--- src/hdl/fub_pkg.sv ---
package fub_pkg;

    // ----------------------------------------------------------------
    // Register map
    // ----------------------------------------------------------------
    localparam int AXI_AW = 5;
    localparam logic [2:0] REG_DATA = 3'h0;
    localparam logic [2:0] REG_IER = 3'h1;
    localparam logic [2:0] REG_IIR_FCR = 3'h2;
    localparam logic [2:0] REG_LCR = 3'h3;
    localparam logic [2:0] REG_LSR = 3'h4;
    localparam logic [2:0] REG_DIV = 3'h5;
    localparam logic [2:0] REG_STS = 3'h6;
    localparam logic [1:0] RESP_OK = 2'h0;
    localparam logic [1:0] RESP_DEC = 2'h3;

    // ----------------------------------------------------------------
    // Reset values and field positions
    // ----------------------------------------------------------------
    localparam logic [7:0] LCR_RST = 8'h03;
    localparam logic [15:0] DIV_RST = 16'h0001;
    localparam int LCR_STB = 2;
    localparam int LCR_PEN = 3;
    localparam int LCR_EPS = 4;
    localparam int LCR_STK = 5;
    localparam int LCR_SRC = 7;
    localparam int FCR_EN = 0;
    localparam int FCR_RXR = 1;
    localparam int FCR_TXR = 2;
    localparam int EV_THRE = 0;
    localparam int EV_RXD = 1;
    localparam int EV_TMO = 2;
    localparam int EV_LSE = 3;
    localparam logic [3:0] IIR_NONE = 4'h1;
    localparam logic [3:0] IIR_LSE = 4'h6;
    localparam logic [3:0] IIR_RXD = 4'h4;
    localparam logic [3:0] IIR_TMO = 4'hC;
    localparam logic [3:0] IIR_THRE = 4'h2;

    // ----------------------------------------------------------------
    // Timing in 16x ticks, FIFO depth and trigger levels
    // ----------------------------------------------------------------
    localparam int FIFO_DEPTH = 16;
    localparam logic [4:0] TK_LAST = 5'h0F;
    localparam logic [4:0] TK_MID = 5'h07;
    localparam logic [4:0] STOP1_LAST = 5'h0F;
    localparam logic [4:0] STOP15_LAST = 5'h17;
    localparam logic [4:0] STOP2_LAST = 5'h1F;
    localparam logic [9:0] TMO_TICKS = 10'h280;
    localparam logic [4:0] TRIG_L0 = 5'h01;
    localparam logic [4:0] TRIG_L1 = 5'h04;
    localparam logic [4:0] TRIG_L2 = 5'h08;
    localparam logic [4:0] TRIG_L3 = 5'h0E;

    typedef enum logic [2:0] {
        SER_IDLE = 3'b000,
        SER_START = 3'b001,
        SER_DATA = 3'b011,
        SER_PAR = 3'b010,
        SER_STOP = 3'b110
    } fub_ser_e;

    typedef struct packed {
        logic awv;
        logic wv;
        logic [2:0] awa;
        logic [15:0] wd;
        logic [1:0] ws;
        logic bvalid;
        logic [1:0] bresp;
        logic rvalid;
        logic [1:0] rresp;
        logic [31:0] rdata;
        logic [7:0] lcr;
        logic [3:0] ier;
        logic fen;
        logic [1:0] trig;
        logic [15:0] div;
        logic [3:0] sts;
        logic oe;
        logic pe;
        logic fe;
        logic [15:0] bcnt;
        logic [FIFO_DEPTH-1:0][7:0] txf;
        logic [3:0] txw;
        logic [3:0] txr;
        logic [4:0] txn;
        fub_ser_e tx_st;
        logic [4:0] tx_tk;
        logic [2:0] tx_bit;
        logic [7:0] tx_sh;
        logic tx_par;
        logic txd;
        logic [FIFO_DEPTH-1:0][7:0] rxf;
        logic [3:0] rxw;
        logic [3:0] rxr;
        logic [4:0] rxn;
        fub_ser_e rx_st;
        logic [4:0] rx_tk;
        logic [2:0] rx_bit;
        logic [7:0] rx_sh;
        logic rx_h;
        logic rx_f;
        logic [9:0] tmo;
    } fub_st_s;

endpackage

--- src/hdl/fub_uart.sv ---
// Operation
// - Baud source selectable, 24 or 16 MHz.
// - 24 MHz source gives 50 to 115.2k.
// - 16 MHz source gives 125k to 1000k.
// - One start bit, five to eight data.
// - Stop length one, one and a half or two.
// - Even, odd, sticky or no parity.
// - Sixteen-bit divisor, values 1 to 65535.
// - Holding register write starts framed transmission.
// - Start, data LSB first, parity, stop; /16.
// - Transmit empty raises holding-empty interrupt.
// - FIFO control bit 0 enables 16-byte FIFOs.
// - FIFO mode sends back to back.
// - Receiver samples at sixteen times baud.
// - Reject pulses under two receive clocks.
// - First bit into bit 0; check parity, stop.
// - Receive interrupt on byte or trigger level.
// - Timeout, parity, framing, overrun interrupts.
// - Receive FIFO 16 bytes, trigger 1/4/8/14.
//
// Added by the designer: the register addresses and the AXI4-Lite register port.
module fub_uart
    import fub_pkg::*;
(
    // Clock and reset
    input wire logic aclk,
    input wire logic aresetn,
    // AXI4-Lite write
    input wire logic [AXI_AW-1:0] s_axi_awaddr,
    input wire logic s_axi_awvalid,
    output logic s_axi_awready,
    input wire logic [31:0] s_axi_wdata,
    input wire logic [3:0] s_axi_wstrb,
    input wire logic s_axi_wvalid,
    output logic s_axi_wready,
    output logic [1:0] s_axi_bresp,
    output logic s_axi_bvalid,
    input wire logic s_axi_bready,
    // AXI4-Lite read
    input wire logic [AXI_AW-1:0] s_axi_araddr,
    input wire logic s_axi_arvalid,
    output logic s_axi_arready,
    output logic [31:0] s_axi_rdata,
    output logic [1:0] s_axi_rresp,
    output logic s_axi_rvalid,
    input wire logic s_axi_rready,
    // Baud source strobes
    input wire logic src24_tick,
    input wire logic src16_tick,
    // Serial line
    input wire logic rxd,
    output logic txd,
    // Interrupt
    output logic irq
);

    fub_st_s q;
    fub_st_s n;
    logic tick;
    logic [2:0] wl_last;
    logic [7:0] wmask;
    logic [4:0] stop_last;
    logic [4:0] lim;
    logic [4:0] trig_lvl;
    logic [3:0] pend;
    logic [3:0] iir;
    logic tx_push;
    logic tx_pop;
    logic rx_push;
    logic rx_pop;
    logic [7:0] rx_byte;
    logic par_exp;
    logic tx_flush;
    logic rx_flush;

    // ----------------------------------------------------------------
    // Bus handshakes and outputs
    // ----------------------------------------------------------------
    assign s_axi_awready = !q.awv && !q.bvalid;
    assign s_axi_wready = !q.wv && !q.bvalid;
    assign s_axi_arready = !q.rvalid;
    assign s_axi_bvalid = q.bvalid;
    assign s_axi_bresp = q.bresp;
    assign s_axi_rvalid = q.rvalid;
    assign s_axi_rresp = q.rresp;
    assign s_axi_rdata = q.rdata;
    assign txd = q.txd;
    assign pend = q.sts & q.ier;
    assign irq = |pend;

    // ----------------------------------------------------------------
    // Frame format decode
    // ----------------------------------------------------------------
    assign wl_last = {1'b1, q.lcr[1:0]};
    assign wmask = 8'hFF >> (2'h3 - q.lcr[1:0]);
    assign lim = q.fen ? 5'(FIFO_DEPTH) : 5'h01;

    always_comb
    begin
        if (!q.lcr[LCR_STB])
        begin
            stop_last = STOP1_LAST;
        end
        else if (q.lcr[1:0] == 2'h0)
        begin
            stop_last = STOP15_LAST;
        end
        else
        begin
            stop_last = STOP2_LAST;
        end
        case (q.trig)
            2'h0: trig_lvl = TRIG_L0;
            2'h1: trig_lvl = TRIG_L1;
            2'h2: trig_lvl = TRIG_L2;
            default: trig_lvl = TRIG_L3;
        endcase
        if (pend[EV_LSE])
        begin
            iir = IIR_LSE;
        end
        else if (pend[EV_RXD])
        begin
            iir = IIR_RXD;
        end
        else if (pend[EV_TMO])
        begin
            iir = IIR_TMO;
        end
        else if (pend[EV_THRE])
        begin
            iir = IIR_THRE;
        end
        else
        begin
            iir = IIR_NONE;
        end
    end

    // Baud generator: selected source divided by divisor gives 16x tick
    always_comb
    begin
        tick = (q.lcr[LCR_SRC] ? src16_tick : src24_tick)
            && (q.div == 16'h0000 || q.bcnt >= q.div - 16'h0001);
    end

    // ----------------------------------------------------------------
    // Next state
    // ----------------------------------------------------------------
    always_comb
    begin
        n = q;
        tx_push = 1'b0;
        tx_pop = 1'b0;
        rx_push = 1'b0;
        rx_pop = 1'b0;
        tx_flush = 1'b0;
        rx_flush = 1'b0;
        rx_byte = q.rx_sh >> (3'h7 - wl_last);
        par_exp = q.lcr[LCR_STK] ? !q.lcr[LCR_EPS] : (^(q.rx_sh & 8'hFF) ^ !q.lcr[LCR_EPS]);

        // Baud counter
        if (q.lcr[LCR_SRC] ? src16_tick : src24_tick)
        begin
            n.bcnt = tick ? 16'h0000 : q.bcnt + 16'h0001;
        end

        // Write channel
        if (s_axi_awvalid && s_axi_awready)
        begin
            n.awv = 1'b1;
            n.awa = s_axi_awaddr[4:2];
        end
        if (s_axi_wvalid && s_axi_wready)
        begin
            n.wv = 1'b1;
            n.wd = s_axi_wdata[15:0];
            n.ws = s_axi_wstrb[1:0];
        end
        if (q.bvalid && s_axi_bready)
        begin
            n.bvalid = 1'b0;
        end
        if (q.awv && q.wv && !q.bvalid)
        begin
            n.awv = 1'b0;
            n.wv = 1'b0;
            n.bvalid = 1'b1;
            n.bresp = RESP_OK;
            case (q.awa)
                REG_DATA:
                begin
                    tx_push = q.ws[0] && q.txn < lim;
                end
                REG_IER:
                begin
                    if (q.ws[0])
                    begin
                        n.ier = q.wd[3:0];
                    end
                end
                REG_IIR_FCR:
                begin
                    if (q.ws[0])
                    begin
                        n.fen = q.wd[FCR_EN];
                        n.trig = q.wd[7:6];
                        rx_flush = q.wd[FCR_RXR] || q.wd[FCR_EN] != q.fen;
                        tx_flush = q.wd[FCR_TXR] || q.wd[FCR_EN] != q.fen;
                    end
                end
                REG_LCR:
                begin
                    if (q.ws[0])
                    begin
                        n.lcr = q.wd[7:0];
                    end
                end
                REG_DIV:
                begin
                    if (q.ws[0])
                    begin
                        n.div[7:0] = q.wd[7:0];
                    end
                    if (q.ws[1])
                    begin
                        n.div[15:8] = q.wd[15:8];
                    end
                end
                REG_LSR, REG_STS:
                begin
                end
                default:
                begin
                    n.bresp = RESP_DEC;
                end
            endcase
        end

        // Read channel, with read side effects
        if (q.rvalid && s_axi_rready)
        begin
            n.rvalid = 1'b0;
        end
        if (s_axi_arvalid && s_axi_arready)
        begin
            n.rvalid = 1'b1;
            n.rresp = RESP_OK;
            n.rdata = 32'h0000_0000;
            case (s_axi_araddr[4:2])
                REG_DATA:
                begin
                    n.rdata[7:0] = q.rxf[q.rxr];
                    rx_pop = q.rxn != 5'h00;
                end
                REG_IER: n.rdata[3:0] = q.ier;
                REG_IIR_FCR: n.rdata[7:0] = {{2{q.fen}}, 2'h0, iir};
                REG_LCR: n.rdata[7:0] = q.lcr;
                REG_LSR:
                begin
                    n.rdata[7:0] = {1'b0, q.txn == 5'h00 && q.tx_st == SER_IDLE,
                        q.txn == 5'h00, 1'b0, q.fe, q.pe, q.oe, q.rxn != 5'h00};
                    n.oe = 1'b0;
                    n.pe = 1'b0;
                    n.fe = 1'b0;
                end
                REG_DIV: n.rdata[15:0] = q.div;
                REG_STS:
                begin
                    n.rdata[3:0] = q.sts;
                    n.sts = 4'h0;
                end
                default: n.rresp = RESP_DEC;
            endcase
        end

        // Transmitter
        case (q.tx_st)
            SER_IDLE:
            begin
                n.txd = 1'b1;
                if (q.txn != 5'h00)
                begin
                    tx_pop = 1'b1;
                    n.tx_sh = q.txf[q.txr] & wmask;
                    n.tx_par = q.lcr[LCR_STK] ? !q.lcr[LCR_EPS]
                        : (^(q.txf[q.txr] & wmask) ^ !q.lcr[LCR_EPS]);
                    n.tx_tk = 5'h00;
                    n.tx_st = SER_START;
                end
            end
            SER_START:
            begin
                n.txd = 1'b0;
                if (tick)
                begin
                    n.tx_tk = q.tx_tk + 5'h01;
                    if (q.tx_tk == TK_LAST)
                    begin
                        n.tx_tk = 5'h00;
                        n.tx_bit = 3'h0;
                        n.tx_st = SER_DATA;
                    end
                end
            end
            SER_DATA:
            begin
                n.txd = q.tx_sh[0];
                if (tick)
                begin
                    n.tx_tk = q.tx_tk + 5'h01;
                    if (q.tx_tk == TK_LAST)
                    begin
                        n.tx_tk = 5'h00;
                        n.tx_sh = q.tx_sh >> 1;
                        n.tx_bit = q.tx_bit + 3'h1;
                        if (q.tx_bit == wl_last)
                        begin
                            n.tx_st = q.lcr[LCR_PEN] ? SER_PAR : SER_STOP;
                        end
                    end
                end
            end
            SER_PAR:
            begin
                n.txd = q.tx_par;
                if (tick)
                begin
                    n.tx_tk = q.tx_tk + 5'h01;
                    if (q.tx_tk == TK_LAST)
                    begin
                        n.tx_tk = 5'h00;
                        n.tx_st = SER_STOP;
                    end
                end
            end
            SER_STOP:
            begin
                n.txd = 1'b1;
                if (tick)
                begin
                    n.tx_tk = q.tx_tk + 5'h01;
                    if (q.tx_tk == stop_last)
                    begin
                        n.tx_st = SER_IDLE;
                    end
                end
            end
            default: n.tx_st = SER_IDLE;
        endcase

        // Receive filter: level changes only after two equal samples
        if (tick)
        begin
            n.rx_h = rxd;
            if (rxd == q.rx_h)
            begin
                n.rx_f = rxd;
            end
        end

        // Receiver
        if (tick)
        begin
            n.rx_tk = q.rx_tk + 5'h01;
            case (q.rx_st)
                SER_IDLE:
                begin
                    n.rx_tk = 5'h00;
                    if (!q.rx_f)
                    begin
                        n.rx_st = SER_START;
                    end
                end
                SER_START:
                begin
                    if (q.rx_tk == TK_MID)
                    begin
                        n.rx_tk = 5'h00;
                        n.rx_bit = 3'h0;
                        n.rx_sh = 8'h00;
                        n.rx_st = q.rx_f ? SER_IDLE : SER_DATA;
                    end
                end
                SER_DATA:
                begin
                    if (q.rx_tk == TK_LAST)
                    begin
                        n.rx_tk = 5'h00;
                        n.rx_sh = {q.rx_f, q.rx_sh[7:1]};
                        n.rx_bit = q.rx_bit + 3'h1;
                        if (q.rx_bit == wl_last)
                        begin
                            n.rx_st = q.lcr[LCR_PEN] ? SER_PAR : SER_STOP;
                        end
                    end
                end
                SER_PAR:
                begin
                    if (q.rx_tk == TK_LAST)
                    begin
                        n.rx_tk = 5'h00;
                        if (q.rx_f != par_exp)
                        begin
                            n.pe = 1'b1;
                        end
                        n.rx_st = SER_STOP;
                    end
                end
                SER_STOP:
                begin
                    if (q.rx_tk == TK_LAST)
                    begin
                        if (!q.rx_f)
                        begin
                            n.fe = 1'b1;
                        end
                        if (q.rxn - 5'(rx_pop) < lim)
                        begin
                            rx_push = 1'b1;
                        end
                        else
                        begin
                            n.oe = 1'b1;
                        end
                        n.rx_st = SER_IDLE;
                    end
                end
                default: n.rx_st = SER_IDLE;
            endcase
        end

        // FIFO pointers
        if (tx_push)
        begin
            n.txf[q.txw] = q.wd[7:0];
            n.txw = q.txw + 4'h1;
        end
        if (tx_pop)
        begin
            n.txr = q.txr + 4'h1;
        end
        n.txn = q.txn + 5'(tx_push) - 5'(tx_pop);
        n.rxn = q.rxn + 5'(rx_push) - 5'(rx_pop);
        if (rx_push)
        begin
            n.rxf[q.rxw] = rx_byte;
            n.rxw = q.rxw + 4'h1;
        end
        if (rx_pop)
        begin
            n.rxr = q.rxr + 4'h1;
        end
        // Flush wins over a push or pop in the same cycle
        if (tx_flush)
        begin
            n.txw = 4'h0;
            n.txr = 4'h0;
            n.txn = 5'h00;
        end
        if (rx_flush)
        begin
            n.rxw = 4'h0;
            n.rxr = 4'h0;
            n.rxn = 5'h00;
        end

        // Character timeout
        if (rx_push || rx_pop || !q.fen || q.rxn == 5'h00 || q.rx_st != SER_IDLE)
        begin
            n.tmo = 10'h000;
        end
        else if (tick && q.tmo != TMO_TICKS)
        begin
            n.tmo = q.tmo + 10'h001;
        end

        // Sticky events, set wins over read clear
        if (tx_pop && q.txn == 5'h01 && !tx_push)
        begin
            n.sts[EV_THRE] = 1'b1;
        end
        if (rx_push && (!q.fen || n.rxn == trig_lvl))
        begin
            n.sts[EV_RXD] = 1'b1;
        end
        if (tick && q.tmo == TMO_TICKS - 10'h001)
        begin
            n.sts[EV_TMO] = 1'b1;
        end
        if (n.pe && !q.pe || n.fe && !q.fe || n.oe && !q.oe)
        begin
            n.sts[EV_LSE] = 1'b1;
        end
    end

    // ----------------------------------------------------------------
    // State register
    // ----------------------------------------------------------------
    always_ff @(posedge aclk)
    begin
        if (!aresetn)
        begin
            q <= '0;
            q.lcr <= LCR_RST;
            q.div <= DIV_RST;
            q.txd <= 1'b1;
            q.rx_h <= 1'b1;
            q.rx_f <= 1'b1;
        end
        else
        begin
            q <= n;
        end
    end

endmodule // fub_uart

--- config.mk ---
export PLATFORM = sky130hd
export DESIGN_NAME = fub_uart
export DESIGN_NICKNAME = d
export VERILOG_FILES = /design/src/hdl/fub_pkg.sv /design/src/hdl/fub_uart.sv
export SDC_FILE = /design/constraint.sdc
export NUM_CORES = 1
export LEC_CHECK = 0
export ABC_CLOCK_PERIOD_IN_PS = 11000
export BUFFER_PORTS_ARGS = -buffer_cell sky130_fd_sc_hd__buf_4
export CAP_MARGIN = 20
export CORE_MARGIN = 2
export CORE_UTILIZATION = 67
export DETAILED_ROUTE_END_ITERATION = 10
export PLACE_DENSITY = 0.88
export REMOVE_ABC_BUFFERS = 1
export SLEW_MARGIN = 20
export SYNTH_ARGS = -nofsm -noshare
export SYNTH_HDL_FRONTEND = slang
export SYNTH_SLANG_ARGS = --single-unit
--- constraint.sdc ---
create_clock -name aclk -period 11 [get_ports aclk]
set_input_delay 1.1 -clock aclk [delete_from_list [all_inputs] [get_ports aclk]]
set_output_delay 1.1 -clock aclk [all_outputs]
set_load 0.1 [all_outputs]
# Word-level counts from Yosys, hierarchy flattened
# Index checks and enable logic that the tools add are counted.
[word_totals]
wordCells = 348
output_inout_bits = 43
reg_bits = 433
in_bits = 56
[classes]
muxes = 92
n_addsub = 18
n_shift = 2
magnitude_cmp = 9
n_bitwise = 5
n_eq_ne = 51
n_reduce_logical = 96
[ops]
columns = ["op", "count"]
rows = [
  ["$bwmux 128", 2],
  ["$mux 8", 10],
  ["$mux 19", 4],
  ["$bmux 8 s4", 2],
  ["$demux 8 s4", 2],
  ["$mux 35", 1],
  ["$mux 1", 34],
  ["$ne 2x2->1 const B", 15],
  ["$pmux 3 s5", 2],
  ["$pmux 4 s7", 1],
  ["$mux 3", 9],
  ["$reduce_bool 2->1", 13],
  ["$pmux 5 s5", 1],
  ["$eq 3x2->1 const B", 8],
  ["$eq 3x3->1 const B", 8],
  ["$logic_and 1x1->1", 22],
  ["$mux 11", 2],
  ["$pmux 11 s2", 1],
  ["$lt 4x5->1 const B", 4],
  ["$mux 4", 5],
  ["$pmux 4 s5", 1],
  ["$pmux 5 s4", 1],
  ["$add 16x1->16 const B", 1],
  ["$add 4x1->4 const B", 4],
  ["other kinds (59)", 120],
]

# Logic depth before layout (Yosys ltp)
[logic_depth]
depth_word = 17
mapped_depth = 28

# Worst setup path after synthesis
# OpenSTA, ideal clock, no wires.
[synth_path]
kind = "input to register"
start = "input s_axi_arvalid"
end = "register q[354] in the netlist's numbering"
arrival_time_ns = 5.721
path_slack_ns = 5.146
required_ns = 10.868
path_stages = 27
path_buffers = 2
path_cell_list = "nor2b_1 clkbuf_1 nand2_1 nor3_1 ha_1 ha_1 o21ai_0 xnor2_1 ha_1 a21oi_1 and3_1 clkbuf_1 nand2_1 ha_1 ha_1 inv_1 fa_1 nor2_1 nor2_1 o21bai_1 xnor2_1 nor2_1 a21oi_1 nor2b_1 o311ai_1 a21o_1 a21oi_1"
[synth_between]
elab_chain_cells = 16
[synth_lines]
columns = ["element", "line", "source"]
rows = [
  ["start: declaration", "fub_uart.sv:41", "input wire logic s_axi_arvalid,"],
  ["$logic_and 1x1->1 *", "fub_uart.sv:245", "if (s_axi_arvalid && s_axi_arready)"],
  ["$mux 1 *", "fub_uart.sv:245", ""],
  ["named net rx_pop", "fub_uart.sv:70", "logic rx_pop;"],
  ["$sub 5x1->5", "fub_uart.sv:418", "if (q.rxn - 5'(rx_pop) < lim)"],
  ["$lt 5x5->1", "fub_uart.sv:418", ""],
  ["$mux 1", "fub_uart.sv:418", ""],
  ["$mux 1", "fub_uart.sv:412", "if (q.rx_tk == TK_LAST)"],
  ["$mux 1", "fub_uart.sv:366", "case (q.rx_st)"],
  ["$mux 1", "fub_uart.sv:363", "if (tick)"],
  ["$add 5x1->5", "fub_uart.sv:444", "n.rxn = q.rxn + 5'(rx_push) - 5'(rx_pop);"],
  ["$sub 5x1->5", "fub_uart.sv:444", ""],
  ["$mux 5", "fub_uart.sv:461", "if (rx_flush)"],
  ["$eq 5x5->1", "fub_uart.sv:483", "if (rx_push && (!q.fen || n.rxn == trig_lvl))"],
  ["$logic_or 1x1->1", "fub_uart.sv:483", ""],
  ["$logic_and 1x1->1 *", "fub_uart.sv:483", ""],
  ["$reduce_bool 2->1 (no line)", "n/a", ""],
  ["$reduce_and 2->1 (no line)", "n/a", ""],
  ["end signal: assignment", "fub_uart.sv:513", "q <= n;"],
  ["end: declaration", "fub_uart.sv:57", "fub_st_s q;"],
]
# The timed path passes the listed nets; every way through them passes the cells marked *.
# A chain may end at the register's enable or synchronous reset.

# Worst setup path after layout
# Ends and elaborated chain as after synthesis.

==> metrics.md <==
| Metric | Value |
|---|---|
| Core area | `30,590 um^2` |
| Final net count | `2,407` |
| Fmax | `156.0 MHz` |
| DR vias/cell | `6.358` |
| Fraction of layout cells with a size suffix above 1 | `10.91%` |
| Syn. warnings | `0` |
| Die height | `180.4 um` |
| Finish-stage setup viols | `0` |
| Hold Crit Depth | `2` |
| Status | `finished, final reports clean` |
| Yosys cell types | `80` |
| Max-slew headroom | `21.36%` |
| Post-Synthesis Cell Area | `20,840 um^2` |
| Reg2reg end | `q[354]$_SDFFE_PN0P_` |
| # resized after CTS | `0` |
| Final slew viol count | `0` |
| Period utilisation layout | `58.26%` |
| EDFF count, synth | `0` |
| Setup TNS | `0 ns` |
| Total grt overflow | `0` |
| # DRC | `0` |
| Utilization after layout | `73.72%` |
| H-tree depth | `2` |
| DP Wirelength | `33,520 um` |
| RR Startpoint | `q[33]$_SDFF_PN0_` |
| R2r worst-path depth | `27` |
| Most common cell after layout, fill and taps aside | `dfxtp_1` |
| # IOs | `99` |
| CP max-delay cell | `nor3_1` |
| Clk Tree Root Cell | `clkbuf_16` |
| Setup crit end kind | `register` |
| Fraction of registers with async set or reset after synthesis | `0%` |
| Crit start category | `input port` |
| Synth Instances | `2,342` |
| Worst Hold Class | `register to register` |
| Final WL | `53,420 um` |
| Initial DRT Pass Iterations | `6` |
| Worst Skew | `0.02466 ns` |
| R2R Setup Slk | `4.82 ns` |
| Die X | `180.4 um` |
| Routability cong. | `0.8826` |
| Worst EP required | `11.40 ns` |
| CTS tree | `done` |
| Dpl cells | `2,638` |
| Final hold vios | `0` |
| DIE AREA | `32,540 um^2` |
| Wire per inst | `19.67 um` |
| Layout fillers | `1,900` |
| Slew @ Worst Pin | `1.174 ns` |
| Worst Hold Endpoint | `q[225]$_SDFFE_PN0P_` |
| Iteration-0 DRC Markers | `2,155` |
| RSZ-0062 raised after global routing | `false` |
| Most frequent cells in the layout | `dfxtp_1 (429), nand2_1 (422), nor2_1 (292)` |
| Initial antenna violation count | `0` |
| Worst VDD drop | `0.1329 mV` |
| Hold Buf Count CTS | `0` |
| DR vias | `17,270` |
| Post-CTS setup buffer count | `0` |
| Final ANT Viol Nets | `0` |
| Prevailing post-synth register cell | `dfxtp_1` |
| CP most frequent cell | `ha_1` |
| Worst path arrival time | `6.81 ns` |
| CP max FO | `19` |
| Diode count | `0` |
| Register area share after synthesis | `41.40%` |
| Avg Cell Area, Syn | `8.900 um^2` |
| # rows | `64` |
| Post-layout minimum cycle time | `6.409 ns` |
| Clk slew on worst S/H paths | `0.07 ns` |
| Max-Cap Viols | `0` |
| Overall Global Routing Usage | `31.74%` |
| Clock Sinks | `431` |
| Vias in the first global route | `16,960` |
| Max clock buf depth | `3` |
| CP max stage delay | `0.85 ns` |
| Clock latency at the later pin of the worst-skew pair | `0.56 ns` |
| Hold Startpoint | `q[225]$_SDFFE_PN0P_` |
| First-pass GRT wire length | `85,170 um` |
| PD cells | `161.8 nW/um^2` |
| Largest net degree at the start of global routing | `147` |
| Number of synthesized register bits | `431` |
| Lkg Pwr | `9.001 nW` |
| IO Port Bufs | `60` |
| Area Growth Syn to Fin | `8.194%` |
| Initial Util | `68.14%` |
| Fin cells | `2,716` |
| WS Path Type | `input port to register` |
| Total CTS buffers | `44` |
-- power by group --
group | switching (mW) | internal, mW
registers | 0.0516 | 1.60
logic | 0.280 | 0.157
clock network | 0.640 | 0.921
-- layer usage --
layer	GRT usage, %	wire, um
met4	14.26	2156
met3	5.275	4961
met5	0	0
met1	39.74	20500
met2	54.02	25810
-- Yosys cell counts (all sizes together) (10+ instances only) --
| library cell | number | area share, % |
|---|---|---|
| a22o | 10 | 0.42 |
| mux2i | 164 | 7.9 |
| nor2b | 19 | 0.57 |
| inv | 46 | 0.83 |
| dfxtp | 431 | 41 |
| buf | 84 | 2.7 |
| xnor2 | 43 | 1.9 |
| xor2 | 36 | 1.5 |
| ha | 61 | 3.7 |
| nor2 | 296 | 5.4 |
| a211oi | 19 | 0.68 |
| or3 | 19 | 0.57 |
| nand2b | 10 | 0.30 |
| nand2 | 423 | 7.6 |
| and3 | 17 | 0.51 |
| nor3 | 28 | 0.77 |
| and2 | 10 | 0.30 |
| clkbuf | 107 | 1.9 |
| a22oi | 25 | 0.90 |
| a21oi | 217 | 5.2 |
| mux4 | 76 | 8.2 |
| nand4 | 34 | 1.1 |
| o21ai | 32 | 0.77 |
| nand3 | 44 | 1.1 |
-- per-stage QoR --
step | hold slack, ns | cell area (um^2) | worst slack, ns | total power, mW
2_1_floorplan | 0.4270 | 19940 | 3.156 | 1.996
3_3_place_gp | 0.4343 | 21010 | 4.402 | 2.094
3_5_place_dp | 0.4434 | 21010 | 4.221 | 2.111
4_1_cts | 0.4502 | 22530 | 4.697 | 3.644
5_1_grt | 0.4604 | 22550 | 4.286 | 3.758
6_report | 0.4500 | 22550 | 4.591 | 3.650
-- layout make-up --
type                    count  area [um^2]  share of cell area, %
clock buffers              54         1199                  5.315
multi-input cells        1689        11150                  49.45
repair buffers             76        574.3                  2.547
inverters                  46        180.2                 0.7989
flip-flops and latches    431         8631                  38.27
well taps                 396        495.5                  2.197
clock inverters            24        320.3                  1.420
-- logic make-up (layout without fill, tap and decap cells) --
family / Yosys count / count (layout) / synth area share [%]
AND/OR/NAND/NOR: 928 / 928 / 19.23
flip-flops: 431 / 431 / 41.40
AO/OA/AOI/OAI: 358 / 358 / 10.22
multiplexers: 244 / 244 / 16.34
buffers and inverters: 237 / 200 / 5.445
XOR/XNOR: 80 / 80 / 3.500
adder cells (fa/ha/maj): 63 / 63 / 3.854
other: 1 / 16 / 0.01799
-- critical path: cells and delay by family --
| family | cells | cell delay (ns) |
|---|---|---|
| adder cells (fa/ha/maj) | 6 | 1.71 |
| XOR/XNOR | 2 | 0.38 |
| buffers and inverters | 3 | 0.38 |
| AND/OR/NAND/NOR | 9 | 1.95 |
| AO/OA/AOI/OAI | 7 | 1.29 |
-- worst max-delay path by stage --
stage / startpoint / endpoint / slack (ns)
after global routing: s_axi_arvalid / q[354]$_SDFFE_PN0P_ / 4.29
after global placement: s_axi_arvalid / q[354]$_SDFFE_PN0P_ / 4.40
after floorplan: aresetn / q[20]$_SDFFE_PN0P_ / 3.16
after CTS: s_axi_arvalid / q[354]$_SDFFE_PN0P_ / 4.70
final: s_axi_arvalid / q[354]$_SDFFE_PN0P_ / 4.59
after detailed placement: s_axi_arvalid / q[354]$_SDFFE_PN0P_ / 4.22
-- state kept, by name, summed over array words and instances (netlist names) --
signal	cells
s_axi_rdata	16
txd	1
s_axi_bresp	1
s_axi_rvalid	1
q	410
s_axi_rresp	1
s_axi_bvalid	1
Note: power is estimated with default switching activity, not from simulation.
